===== src/core/bss_pkg.sv =====
// ==================================================
// Boot and shutdown sequencer constants
package bss_pkg;

  // ==================================================
  // Timing
  localparam int CLK_KHZ         = 25000;
  localparam int POR_DELAY_MS    = 100;
  localparam int RESET_DELAY_MS  = 50;
  localparam int HOST_WAIT_US    = 100;
  localparam int POR_DELAY_CYC   = POR_DELAY_MS * CLK_KHZ;
  localparam int RESET_DELAY_CYC = RESET_DELAY_MS * CLK_KHZ;
  localparam int HOST_WAIT_CYC   = (HOST_WAIT_US * CLK_KHZ + 999) / 1000;
  localparam int CNT_W           = 22;

  // ==================================================
  // Cores, hub and memories
  localparam int          NUM_CORES     = 8;
  localparam int          HUB_DIV       = 2;
  localparam logic [8:0]  COG_LAST_WORD = 9'h1FF;
  localparam logic [8:0]  COG_BOOT_LAST = 9'h1EF;
  localparam logic [7:0]  CORE0_ONLY    = 8'h01;
  localparam int          MAIN_RAM_KB   = 32;
  localparam int          MAIN_ROM_KB   = 32;

  // ==================================================
  // Register map and fields
  localparam logic [7:0] REG_CTRL    = 8'h00;
  localparam logic [7:0] REG_STATUS  = 8'h04;
  localparam int         CTRL_RESTART = 0;
  localparam int         CTRL_CLK_LO  = 1;
  localparam int         ST_IMG_LO    = 4;
  localparam int         ST_HALTED    = 6;
  localparam int         ST_LOADED    = 7;
  localparam int         ST_CLK_LO    = 8;

  // ==================================================
  // Clock sources and core images
  localparam logic [1:0] CLK_RC   = 2'h0;
  localparam logic [1:0] CLK_PLL  = 2'h1;
  localparam logic [1:0] CLK_XTAL = 2'h2;
  localparam logic [1:0] IMG_NONE   = 2'h0;
  localparam logic [1:0] IMG_LOADER = 2'h1;
  localparam logic [1:0] IMG_INTERP = 2'h2;

  // ==================================================
  // Memory access sizes
  localparam logic [1:0] SZ_BYTE = 2'h0;
  localparam logic [1:0] SZ_WORD = 2'h1;

  // ==================================================
  // Synchroniser lanes and their reset levels
  localparam int         SYNC_W    = 4;
  localparam int         SY_RESET  = 0;
  localparam int         SY_RX     = 1;
  localparam int         SY_BROWN  = 2;
  localparam int         SY_BROWNOUT_DETECT_ENABLE_LOW_L = 3;
  localparam logic [3:0] SYNC_RST  = 4'hA;

  typedef enum logic [3:0] {
    st_por, st_shutdown, st_slow, st_loader, st_host_wait,
    st_host_xfer, st_ee_probe, st_ee_load, st_interp, st_run
  } bss_state_t;

endpackage


===== src/core/bss_hub.sv =====
`timescale 1ns/1ns
// ==================================================
// Hub round-robin arbiter at half system rate
module bss_hub (
  // Clock and reset
  input  wire logic       i_core_clk,
  input  wire logic       i_rst,
  // Control
  input  wire logic       i_run,
  input  wire logic [7:0] i_req,
  // Grant
  output logic      [7:0] o_grant,
  output logic      [7:0] o_ack,
  output logic            o_phase
);
  typedef struct packed {
    logic       phase;
    logic [2:0] slot;
    logic [7:0] grant;
    logic [7:0] ack;
  } bss_hub_t;

  bss_hub_t s;
  bss_hub_t next_s;

  // Slot advances every second edge, stopped clock restarts at core 0
  always_comb begin
    next_s = s;
    if (!i_run) begin
      next_s.phase = 1'b0;
      next_s.slot  = 3'h0;
    end else begin
      next_s.phase = ~s.phase;
      if (s.phase) begin
        next_s.slot = s.slot + 3'h1;
      end
    end
    next_s.grant = 8'h01 << next_s.slot;
    next_s.ack = i_req & next_s.grant & {8{i_run}};
  end

  always_ff @(posedge i_core_clk or posedge i_rst) begin
    if (i_rst) begin
      s       <= '0;
      s.grant <= 8'h01; // Core 0 owns the first turn, grant never empty
    end else begin
      s <= next_s;
    end
  end

  assign o_grant = s.grant;
  assign o_ack   = s.ack;
  assign o_phase = s.phase;
endmodule


===== src/core/bss_sync3.sv =====
`timescale 1ns/1ns
// ==================================================
// Three-stage input synchroniser
module bss_sync3 (
  // Clock and reset
  input  wire logic                     i_core_clk,
  input  wire logic                     i_rst,
  // Lanes
  input  wire logic [bss_pkg::SYNC_W-1:0] i_async,
  output logic      [bss_pkg::SYNC_W-1:0] o_sync
);
  typedef struct packed {
    logic [bss_pkg::SYNC_W-1:0] s1;
    logic [bss_pkg::SYNC_W-1:0] s2;
    logic [bss_pkg::SYNC_W-1:0] s3;
    logic [bss_pkg::SYNC_W-1:0] q;
  } bss_sync_t;

  bss_sync_t s;
  bss_sync_t next_s;

  // Lane follows only once stages two and three agree
  always_comb begin
    next_s    = s;
    next_s.s1 = i_async;
    next_s.s2 = s.s1;
    next_s.s3 = s.s2;
    for (int i = 0; i < bss_pkg::SYNC_W; i++) begin
      if (s.s2[i] == s.s3[i]) begin
        next_s.q[i] = s.s3[i];
      end
    end
  end

  // Register stage
  always_ff @(posedge i_core_clk or posedge i_rst) begin
    if (i_rst) begin
      s <= {4{bss_pkg::SYNC_RST}};
    end else begin
      s <= next_s;
    end
  end

  assign o_sync = s.q;
endmodule


===== src/core/bss_top.sv =====
`timescale 1ns/1ns
module bss_top #(
  parameter int POR_CYC   = bss_pkg::POR_DELAY_CYC,
  parameter int DELAY_CYC = bss_pkg::RESET_DELAY_CYC
) (
  // Clock and reset
  input  wire logic        i_core_clk,
  input  wire logic        i_rst,
  // Supervisory pins
  input  wire logic        i_reset_in_low,
  input  wire logic        i_brownout_detect_enable_low,
  input  wire logic        i_brownout,
  input  wire logic        i_host_serial_rx_pin,
  // Host download engine
  input  wire logic        i_host_done,
  input  wire logic        i_host_loaded,
  input  wire logic        i_host_suspend,
  // EEPROM engine
  input  wire logic        i_ee_ack_valid,
  input  wire logic        i_ee_present,
  input  wire logic        i_ee_done,
  // Register port
  input  wire logic [7:0]  i_addr,
  input  wire logic [31:0] i_wdata,
  input  wire logic        i_wr,
  input  wire logic        i_rd,
  output logic      [31:0] o_rdata,
  // Memory access decode
  input  wire logic [15:0] i_mem_addr,
  input  wire logic [1:0]  i_mem_size,
  output logic      [3:0]  o_mem_be,
  output logic             o_mem_rom,
  // Hub
  input  wire logic [7:0]  i_hub_req,
  output logic      [7:0]  o_hub_grant,
  output logic      [7:0]  o_hub_ack,
  output logic             o_hub_phase,
  // Clock and core control
  output logic             o_sysclk_run,
  output logic             o_osc_fast,
  output logic      [1:0]  o_clk_src,
  output logic      [7:0]  o_core_enable,
  output logic      [1:0]  o_core0_image,
  output logic      [8:0]  o_cog_load_addr,
  output logic             o_cog_load_we,
  output logic             o_cog_load_clear,
  output logic             o_pins_input,
  output logic             o_ee_probe
);
  typedef struct packed {
    bss_pkg::bss_state_t          state;
    logic [bss_pkg::CNT_W-1:0]    cnt;
    logic [8:0]                   addr;
    logic                         loaded;
    logic                         halted;
    logic                         restart;
    logic [1:0]                   clk_sel;
    logic                         sysclk_run;
    logic                         osc_fast;
    logic [1:0]                   clk_src;
    logic [7:0]                   core_en;
    logic [1:0]                   img;
    logic                         load_we;
    logic                         load_clr;
    logic                         pins_in;
    logic                         ee_probe;
    logic [3:0]                   be;
    logic                         rom;
    logic [31:0]                  rdata;
  } bss_top_t;

  bss_top_t s;
  bss_top_t next_s;
  logic [bss_pkg::SYNC_W-1:0] sy;
  logic                       rst_high;
  logic                       bo_trip;
  logic                       trigger;
  logic                       exit_ok;

  // ==================================================
  // Helpers
  function automatic logic hit(input logic [bss_pkg::CNT_W-1:0] c, input int lim);
    return c >= bss_pkg::CNT_W'(lim - 1);
  endfunction

  function automatic logic [3:0] lanes(input logic [1:0] a, input logic [1:0] sz);
    logic [3:0] r;
    r = 4'hF;
    if (sz == bss_pkg::SZ_BYTE) begin
      r = 4'h1 << a;
    end else if (sz == bss_pkg::SZ_WORD) begin
      r = a[1] ? 4'hC : 4'h3;
    end
    return r;
  endfunction

  // ==================================================
  // Pin synchronisers, all supervisory pins are asynchronous
  bss_sync3 u_sync (
    .i_core_clk (i_core_clk),
    .i_rst      (i_rst),
    .i_async    ({i_brownout_detect_enable_low, i_brownout,
                  i_host_serial_rx_pin, i_reset_in_low}),
    .o_sync     (sy)
  );

  // Shutdown entry and exit conditions
  assign rst_high = sy[bss_pkg::SY_RESET];
  assign bo_trip  = sy[bss_pkg::SY_BROWN] & ~sy[bss_pkg::SY_BROWNOUT_DETECT_ENABLE_LOW_L];
  assign trigger  = ~rst_high | bo_trip | s.restart;
  assign exit_ok  = rst_high & ~bo_trip;

  // ==================================================
  // Hub arbiter, runs only while the system clock runs
  bss_hub u_hub (
    .i_core_clk (i_core_clk),
    .i_rst      (i_rst),
    .i_run      (s.sysclk_run),
    .i_req      (i_hub_req),
    .o_grant    (o_hub_grant),
    .o_ack      (o_hub_ack),
    .o_phase    (o_hub_phase)
  );

  // ==================================================
  // Sequencer
  always_comb begin
    next_s       = s;
    next_s.cnt   = s.cnt + bss_pkg::CNT_W'(1);
    next_s.rdata = 32'h0000_0000;
    next_s.restart = 1'b0;
    case (s.state)
      bss_pkg::st_por: begin
        if (hit(s.cnt, POR_CYC)) begin
          next_s.state = bss_pkg::st_shutdown;
        end
      end
      bss_pkg::st_shutdown: begin
        // Pin low or restart re-arms a halted device
        if (~rst_high || s.restart) begin
          next_s.halted = 1'b0;
        end
        if (exit_ok && !s.halted && !s.restart) begin
          next_s.state  = bss_pkg::st_slow;
          next_s.loaded = 1'b0;
        end
      end
      bss_pkg::st_slow: begin
        if (hit(s.cnt, DELAY_CYC)) begin
          next_s.state = bss_pkg::st_loader;
        end
      end
      bss_pkg::st_loader: begin
        if (s.addr == bss_pkg::COG_LAST_WORD) begin
          next_s.state = bss_pkg::st_host_wait;
        end
      end
      bss_pkg::st_host_wait: begin
        if (!sy[bss_pkg::SY_RX]) begin
          next_s.state = bss_pkg::st_host_xfer;
        end else if (hit(s.cnt, bss_pkg::HOST_WAIT_CYC)) begin
          next_s.state = bss_pkg::st_ee_probe;
        end
      end
      bss_pkg::st_host_xfer: begin
        if (i_host_done) begin
          next_s.loaded = i_host_loaded;
          if (i_host_loaded && !i_host_suspend) begin
            next_s.state = bss_pkg::st_interp;
          end else begin
            next_s.state  = bss_pkg::st_shutdown;
            next_s.halted = 1'b1;
          end
        end
      end
      bss_pkg::st_ee_probe: begin
        if (i_ee_ack_valid) begin
          if (i_ee_present) begin
            next_s.state = bss_pkg::st_ee_load;
          end else begin
            next_s.state  = bss_pkg::st_shutdown;
            next_s.halted = 1'b1;
          end
        end
      end
      bss_pkg::st_ee_load: begin
        if (i_ee_done) begin
          next_s.loaded = 1'b1;
          next_s.state  = bss_pkg::st_interp;
        end
      end
      bss_pkg::st_interp: begin
        if (s.addr == bss_pkg::COG_LAST_WORD) begin
          next_s.state = bss_pkg::st_run;
        end
      end
      default: begin
        next_s.state = bss_pkg::st_run;
      end
    endcase

    if (s.state != bss_pkg::st_por && s.state != bss_pkg::st_shutdown && trigger) begin
      next_s.state  = bss_pkg::st_shutdown;
      next_s.halted = 1'b0;
    end

    // Counters restart on every state change
    if (next_s.state != s.state) begin
      next_s.cnt  = '0;
      next_s.addr = 9'h000;
    end else if (s.load_we) begin
      next_s.addr = s.addr + 9'h001;
    end

    // Register writes
    if (i_wr && i_addr == bss_pkg::REG_CTRL) begin
      next_s.restart = i_wdata[bss_pkg::CTRL_RESTART];
      // Reserved source code is ignored, keeps a legal setting
      if (i_wdata[bss_pkg::CTRL_CLK_LO +: 2] <= bss_pkg::CLK_XTAL) begin
        next_s.clk_sel = i_wdata[bss_pkg::CTRL_CLK_LO +: 2];
      end
    end

    // Register reads, data only in the cycle after the strobe
    if (i_rd && i_addr == bss_pkg::REG_CTRL) begin
      next_s.rdata[bss_pkg::CTRL_CLK_LO +: 2] = s.clk_sel;
    end else if (i_rd && i_addr == bss_pkg::REG_STATUS) begin
      next_s.rdata[3:0]                       = s.state;
      next_s.rdata[bss_pkg::ST_IMG_LO +: 2]   = s.img;
      next_s.rdata[bss_pkg::ST_HALTED]        = s.halted;
      next_s.rdata[bss_pkg::ST_LOADED]        = s.loaded;
      next_s.rdata[bss_pkg::ST_CLK_LO +: 2]   = s.clk_src;
    end

    // Output decode from the coming state keeps outputs aligned with it
    // clock stop and float
    next_s.sysclk_run = next_s.state != bss_pkg::st_shutdown
                      && next_s.state != bss_pkg::st_por;
    next_s.pins_in    = !next_s.sysclk_run;
    next_s.osc_fast   = next_s.sysclk_run && next_s.state != bss_pkg::st_slow;
    next_s.clk_src    = (next_s.state == bss_pkg::st_run) ? next_s.clk_sel
                                                           : bss_pkg::CLK_RC;
    next_s.core_en    = 8'h00;
    next_s.img        = bss_pkg::IMG_NONE;
    next_s.load_we    = 1'b0;
    case (next_s.state)
      bss_pkg::st_loader: begin
        next_s.img     = bss_pkg::IMG_LOADER;
        next_s.load_we = 1'b1;
      end
      bss_pkg::st_host_wait, bss_pkg::st_host_xfer,
      bss_pkg::st_ee_probe, bss_pkg::st_ee_load: begin
        next_s.img     = bss_pkg::IMG_LOADER;
        next_s.core_en = bss_pkg::CORE0_ONLY;
      end
      bss_pkg::st_interp: begin
        next_s.img     = bss_pkg::IMG_INTERP;
        next_s.load_we = 1'b1;
      end
      bss_pkg::st_run: begin
        next_s.img     = bss_pkg::IMG_INTERP;
        next_s.core_en = bss_pkg::CORE0_ONLY;
      end
      default: begin
        next_s.img = bss_pkg::IMG_NONE;
      end
    endcase
    // local words above boot image cleared
    next_s.load_clr = next_s.load_we && next_s.addr > bss_pkg::COG_BOOT_LAST;
    next_s.ee_probe = next_s.state == bss_pkg::st_ee_probe
                    && s.state != bss_pkg::st_ee_probe;
    next_s.be  = lanes(i_mem_addr[1:0], i_mem_size);
    next_s.rom = i_mem_addr[15];
  end

  // ==================================================
  // State register
  always_ff @(posedge i_core_clk or posedge i_rst) begin
    if (i_rst) begin
      s         <= '0;
      s.state   <= bss_pkg::st_por;
      s.pins_in <= 1'b1;
    end else begin
      s <= next_s;
    end
  end

  // Outputs straight from the state register
  assign o_rdata          = s.rdata;
  assign o_mem_be         = s.be;
  assign o_mem_rom        = s.rom;
  assign o_sysclk_run     = s.sysclk_run;
  assign o_osc_fast       = s.osc_fast;
  assign o_clk_src        = s.clk_src;
  assign o_core_enable    = s.core_en;
  assign o_core0_image    = s.img;
  assign o_cog_load_addr  = s.addr;
  assign o_cog_load_we    = s.load_we;
  assign o_cog_load_clear = s.load_clr;
  assign o_pins_input     = s.pins_in;
  assign o_ee_probe       = s.ee_probe;
endmodule


===== config.mk =====
export PLATFORM = sky130hd
export DESIGN_NAME = bss_top
export DESIGN_NICKNAME = d
export VERILOG_FILES = /design/src/core/bss_pkg.sv /design/src/core/bss_hub.sv /design/src/core/bss_sync3.sv /design/src/core/bss_top.sv
export SDC_FILE = /design/constraint.sdc
export NUM_CORES = 1
export LEC_CHECK = 0
export ABC_CLOCK_PERIOD_IN_PS = 9140
export BUFFER_PORTS_ARGS = -buffer_cell sky130_fd_sc_hd__buf_2
export CORE_AREA = 2 2 101 103
export CTS_CLUSTER_DIAMETER = 30
export DETAILED_ROUTE_END_ITERATION = 8
export DIE_AREA = 0 0 103 105
export HOLD_SLACK_MARGIN = 0.02
export PLACE_DENSITY_LB_ADDON = 0.15
export SLEW_MARGIN = 15
export SYNTH_ARGS = -nofsm -noshare
export SYNTH_HDL_FRONTEND = slang
export SYNTH_HIERARCHICAL = 1
export SYNTH_SLANG_ARGS = --single-unit
export TNS_END_PERCENT = 100

===== constraint.sdc =====
create_clock -name i_core_clk -period 9.14 [get_ports i_core_clk]
set_input_delay 0.457 -clock i_core_clk [delete_from_list [all_inputs] [get_ports i_core_clk]]
set_output_delay 0.457 -clock i_core_clk [all_outputs]
set_load 0.005 [all_outputs]

==> flow_summary.ini <==
[global_route]
grt-ovfl-total = 0
grt_pass1_vias = 3348
grt_max_degree = 67
grt_pass1_wl_mm = 15.53
track_usage_pct = 18.02
antenna_found_initial = 0

[placed_design]
hpwl_mm = 6.682
place.port_buffers = 89
place_congestion = 0.9000

[clock_network]
clock-sinks = 102
cts_tree = yes
clock_path_buffers = 2
clk_pin_slew_ns = 0.09
h-tree-depth = 3
cts_resized = 0
cts_root_buf = clkbuf_8
ctsHoldBuffers = 0
clock_latency_ns = 0.37
numCtsBuffers = 9
cts_setup_buffers = 0

[yosys]
synth-seq-cells = 102
syn_area_mm2 = 0.005340
ys_seq_area_share_pct = 48.03
ys_types = 65
syn_inst = 528
avgSynthCellArea_um2 = 10.11
ys_warn_count = 6
synthArstFlopShare_pct = 100.0
synth_edf_count = 0
synth_flop_cell = dfrtp_1

[critical_path]
crit_slowest_cell = a2111oi_0
end_kind = register
path_max_fanout = 32
cp_cell_sequence = ha_1 > and4_1 > and4_1 > ha_1 > nor2b_1 > a2111oi_0 > nor3_1 > a21oi_1 > o21ai_0 > o2111ai_4 > buf_4 > nor2_1
startpoint_type = register
worst_ep_arrival_time_ns = 3.88
worstSetupPathType = register to register
required_ns = 9.38
critPathMaxStageDelay_ns = 0.64

[routing]
post-route-drc-count = 0
post_drt_wl_per_cell_um = 13.36
vias = 3591
avgViaCountPerCell = 5.167
first_pass_iters = 5
drt_iter0_markers = 117
wl_mm = 9.284
ant_nets = 0

[pwr]
leakage_uw = 0.002701
powerDensity_mw_per_mm2 = 195.4
ir_drop_uv = 99.43

[timing]
timing_hold_violations_final = 0
fin_setup_tns_ns = 0
finalMaxSlewViolations = 0
maxSlewHeadroom_pct = 45.66
finalSetupViolCount = 0
fmax_mhz = 274.8
fin_skew_ns = 0.005690
rsz0062_at_grt = false
tightest_slew_ns = 0.8152
fin_hold_ws_ns = 0.1470
finalCritPeriodShare_pct = 39.82
min_period_ns = 3.640

[finish]
final_nets = 641
fillerInstances = 876
syn2layout_area_growth_pct = 4.288
diodes = 0
seq_area_mm2 = 0.002565
drive_gt1_share_pct = 27.94
multi_input_area_mm2 = 0.002110

[die]
die_h_um = 105
start_util_pct = 55.40
dieWidth_um = 103
rows = 36
dieArea_mm2 = 0.01082
core_mm2 = 0.009639
ios = 161

[min_path]
hold_class = input pin to asynchronous set/reset pin

[outcome]
outcome = finished, final reports clean

[flow_run]
drv_cap = 0
==> layer usage <==
| metal | track usage (%) | up-vias | share of wire [%] |
|---|---|---|---|
| met5 | 0 | - | 0 |
| met3 | 3.880 | 12 | 5.3 |
| met4 | 6.673 | 0 | 1.8 |
| met1 | 24.39 | 1717 | 47 |
| met2 | 28.25 | 106 | 46 |
| li1 | - | 1756 | - |
==> placed cells by master, fill, tap and decap left out, types with 3 or more instances in the layout <==
cell / count
a2111oi_0: 4
a211oi_1: 7
a21o_1: 4
a21oi_1: 11
a31oi_1: 3
and3_1: 15
and4_1: 5
buf_2: 89
clkbuf_8: 9
conb_1: 29
dfrtp_1: 92
dfstp_2: 10
ha_1: 4
inv_1: 17
maj3_2: 4
mux2i_1: 6
nand2_1: 25
nand2b_1: 9
nand3_1: 11
nand4_1: 11
nand4bb_1: 3
nor2_1: 42
nor2_2: 30
nor2b_1: 7
nor3_1: 12
nor3b_1: 3
nor4_1: 6
o21ai_0: 9
or4b_1: 3
xnor2_1: 13
xor2_1: 14
==> through the flow <==
step	utilization [%]	cells	setup WS [ns]	power (uW)	instance area [um2]
after floorplan	-	556	6.234	778.4	5445
after global placement	55.74	679	5.549	810.8	5373
after detailed placement	55.74	679	5.523	813.5	5373
after CTS	57.78	695	5.491	1104	5569
after global routing	57.78	695	5.166	1162	5569
final	57.78	695	5.500	1088	5569
==> cells by family after synthesis <==
kind of cell,synth area share (%)
xor+xnor,4.428
simple gates,21.06
buf+inv,14.64
fa+ha+maj,1.781
other cells,0.07022
compound gates,8.857
mux,1.125
flops,48.03
==> power by group <==
group          total (uW)  leakage [uW]  internal (uW)  switching (uW)
Combinational         262       0.00125           96.5             166
Sequential            540       0.00135            489            50.6
Clock                 286      0.000103            130             156
Total                1090       0.00270            716             373
==> registers in the layout, indices dropped and copies added (netlist names), 2 cells and up <==
signal           count
o_clk_src            2
o_cog_load_addr      9
o_core0_image        2
o_mem_be             4
o_rdata             10
s                   31
u_hub/o_ack          8
u_hub/o_grant        8
u_hub/s              3
u_sync/next_s        8
u_sync/o_sync        4
u_sync/s             4
==> critical path, delay by kind of cell (launching register included) <==
| kind | cells | cell delay, ns |
|---|---|---|
| AOI/OAI and AO/OA | 4 | 1.34 |
| and+or+nand+nor | 5 | 0.85 |
| buffers and inverters | 1 | 0.47 |
| adders and majority gates | 2 | 0.44 |
| DFF | 1 | 0.42 |
==> cell usage after synthesis (7+ instances only) <==
cell | n | area, um2
nor2b_1 | 7 | 43.79
nor2_1 | 42 | 157.7
nand4_1 | 11 | 68.82
nand2_1 | 25 | 93.84
nor2_2 | 30 | 187.7
a211oi_1 | 7 | 52.55
and3_1 | 15 | 93.84
xor2_1 | 14 | 122.6
nand2b_1 | 9 | 56.30
nand3_1 | 11 | 55.05
o21ai_0 | 9 | 45.04
inv_1 | 18 | 67.56
buf_4 | 77 | 578.1
dfrtp_1 | 92 | 2302
clkbuf_1 | 15 | 56.30
a21oi_1 | 11 | 55.05
nor3_1 | 12 | 60.06
xnor2_1 | 13 | 113.9
dfstp_2 | 10 | 262.8
==> final timing paths <==
path / start / endpoint / slack, ns / depth (start not counted)
max: o_cog_load_addr[0] / s[90] / 5.50 / 12
min: i_rst / u_sync/o_sync[2] / 0.15 / 2
max reg2reg: o_cog_load_addr[0] / s[90] / 5.50 / 12
min reg2reg: u_sync/next_s[8] / u_sync/next_s[4] / 0.35 / 0
max in group asynchronous: i_rst / s[88] / 8.28 / 3
min in group i_core_clk: i_host_serial_rx_pin / u_sync/next_s[9] / 0.18 / 1
==> layout make-up <==
cell class                      count  area share (%)
Clock buffer                       10           2.292
Clock inverter                      6           1.236
Inverter                           19           1.281
Multi-Input combinational cell    334           37.88
Sequential cell                   102           46.06
Tap cell                          133           2.988
Timing Repair Buffer               91           8.268
No activity file was read; power rests on OpenSTA's default activity.
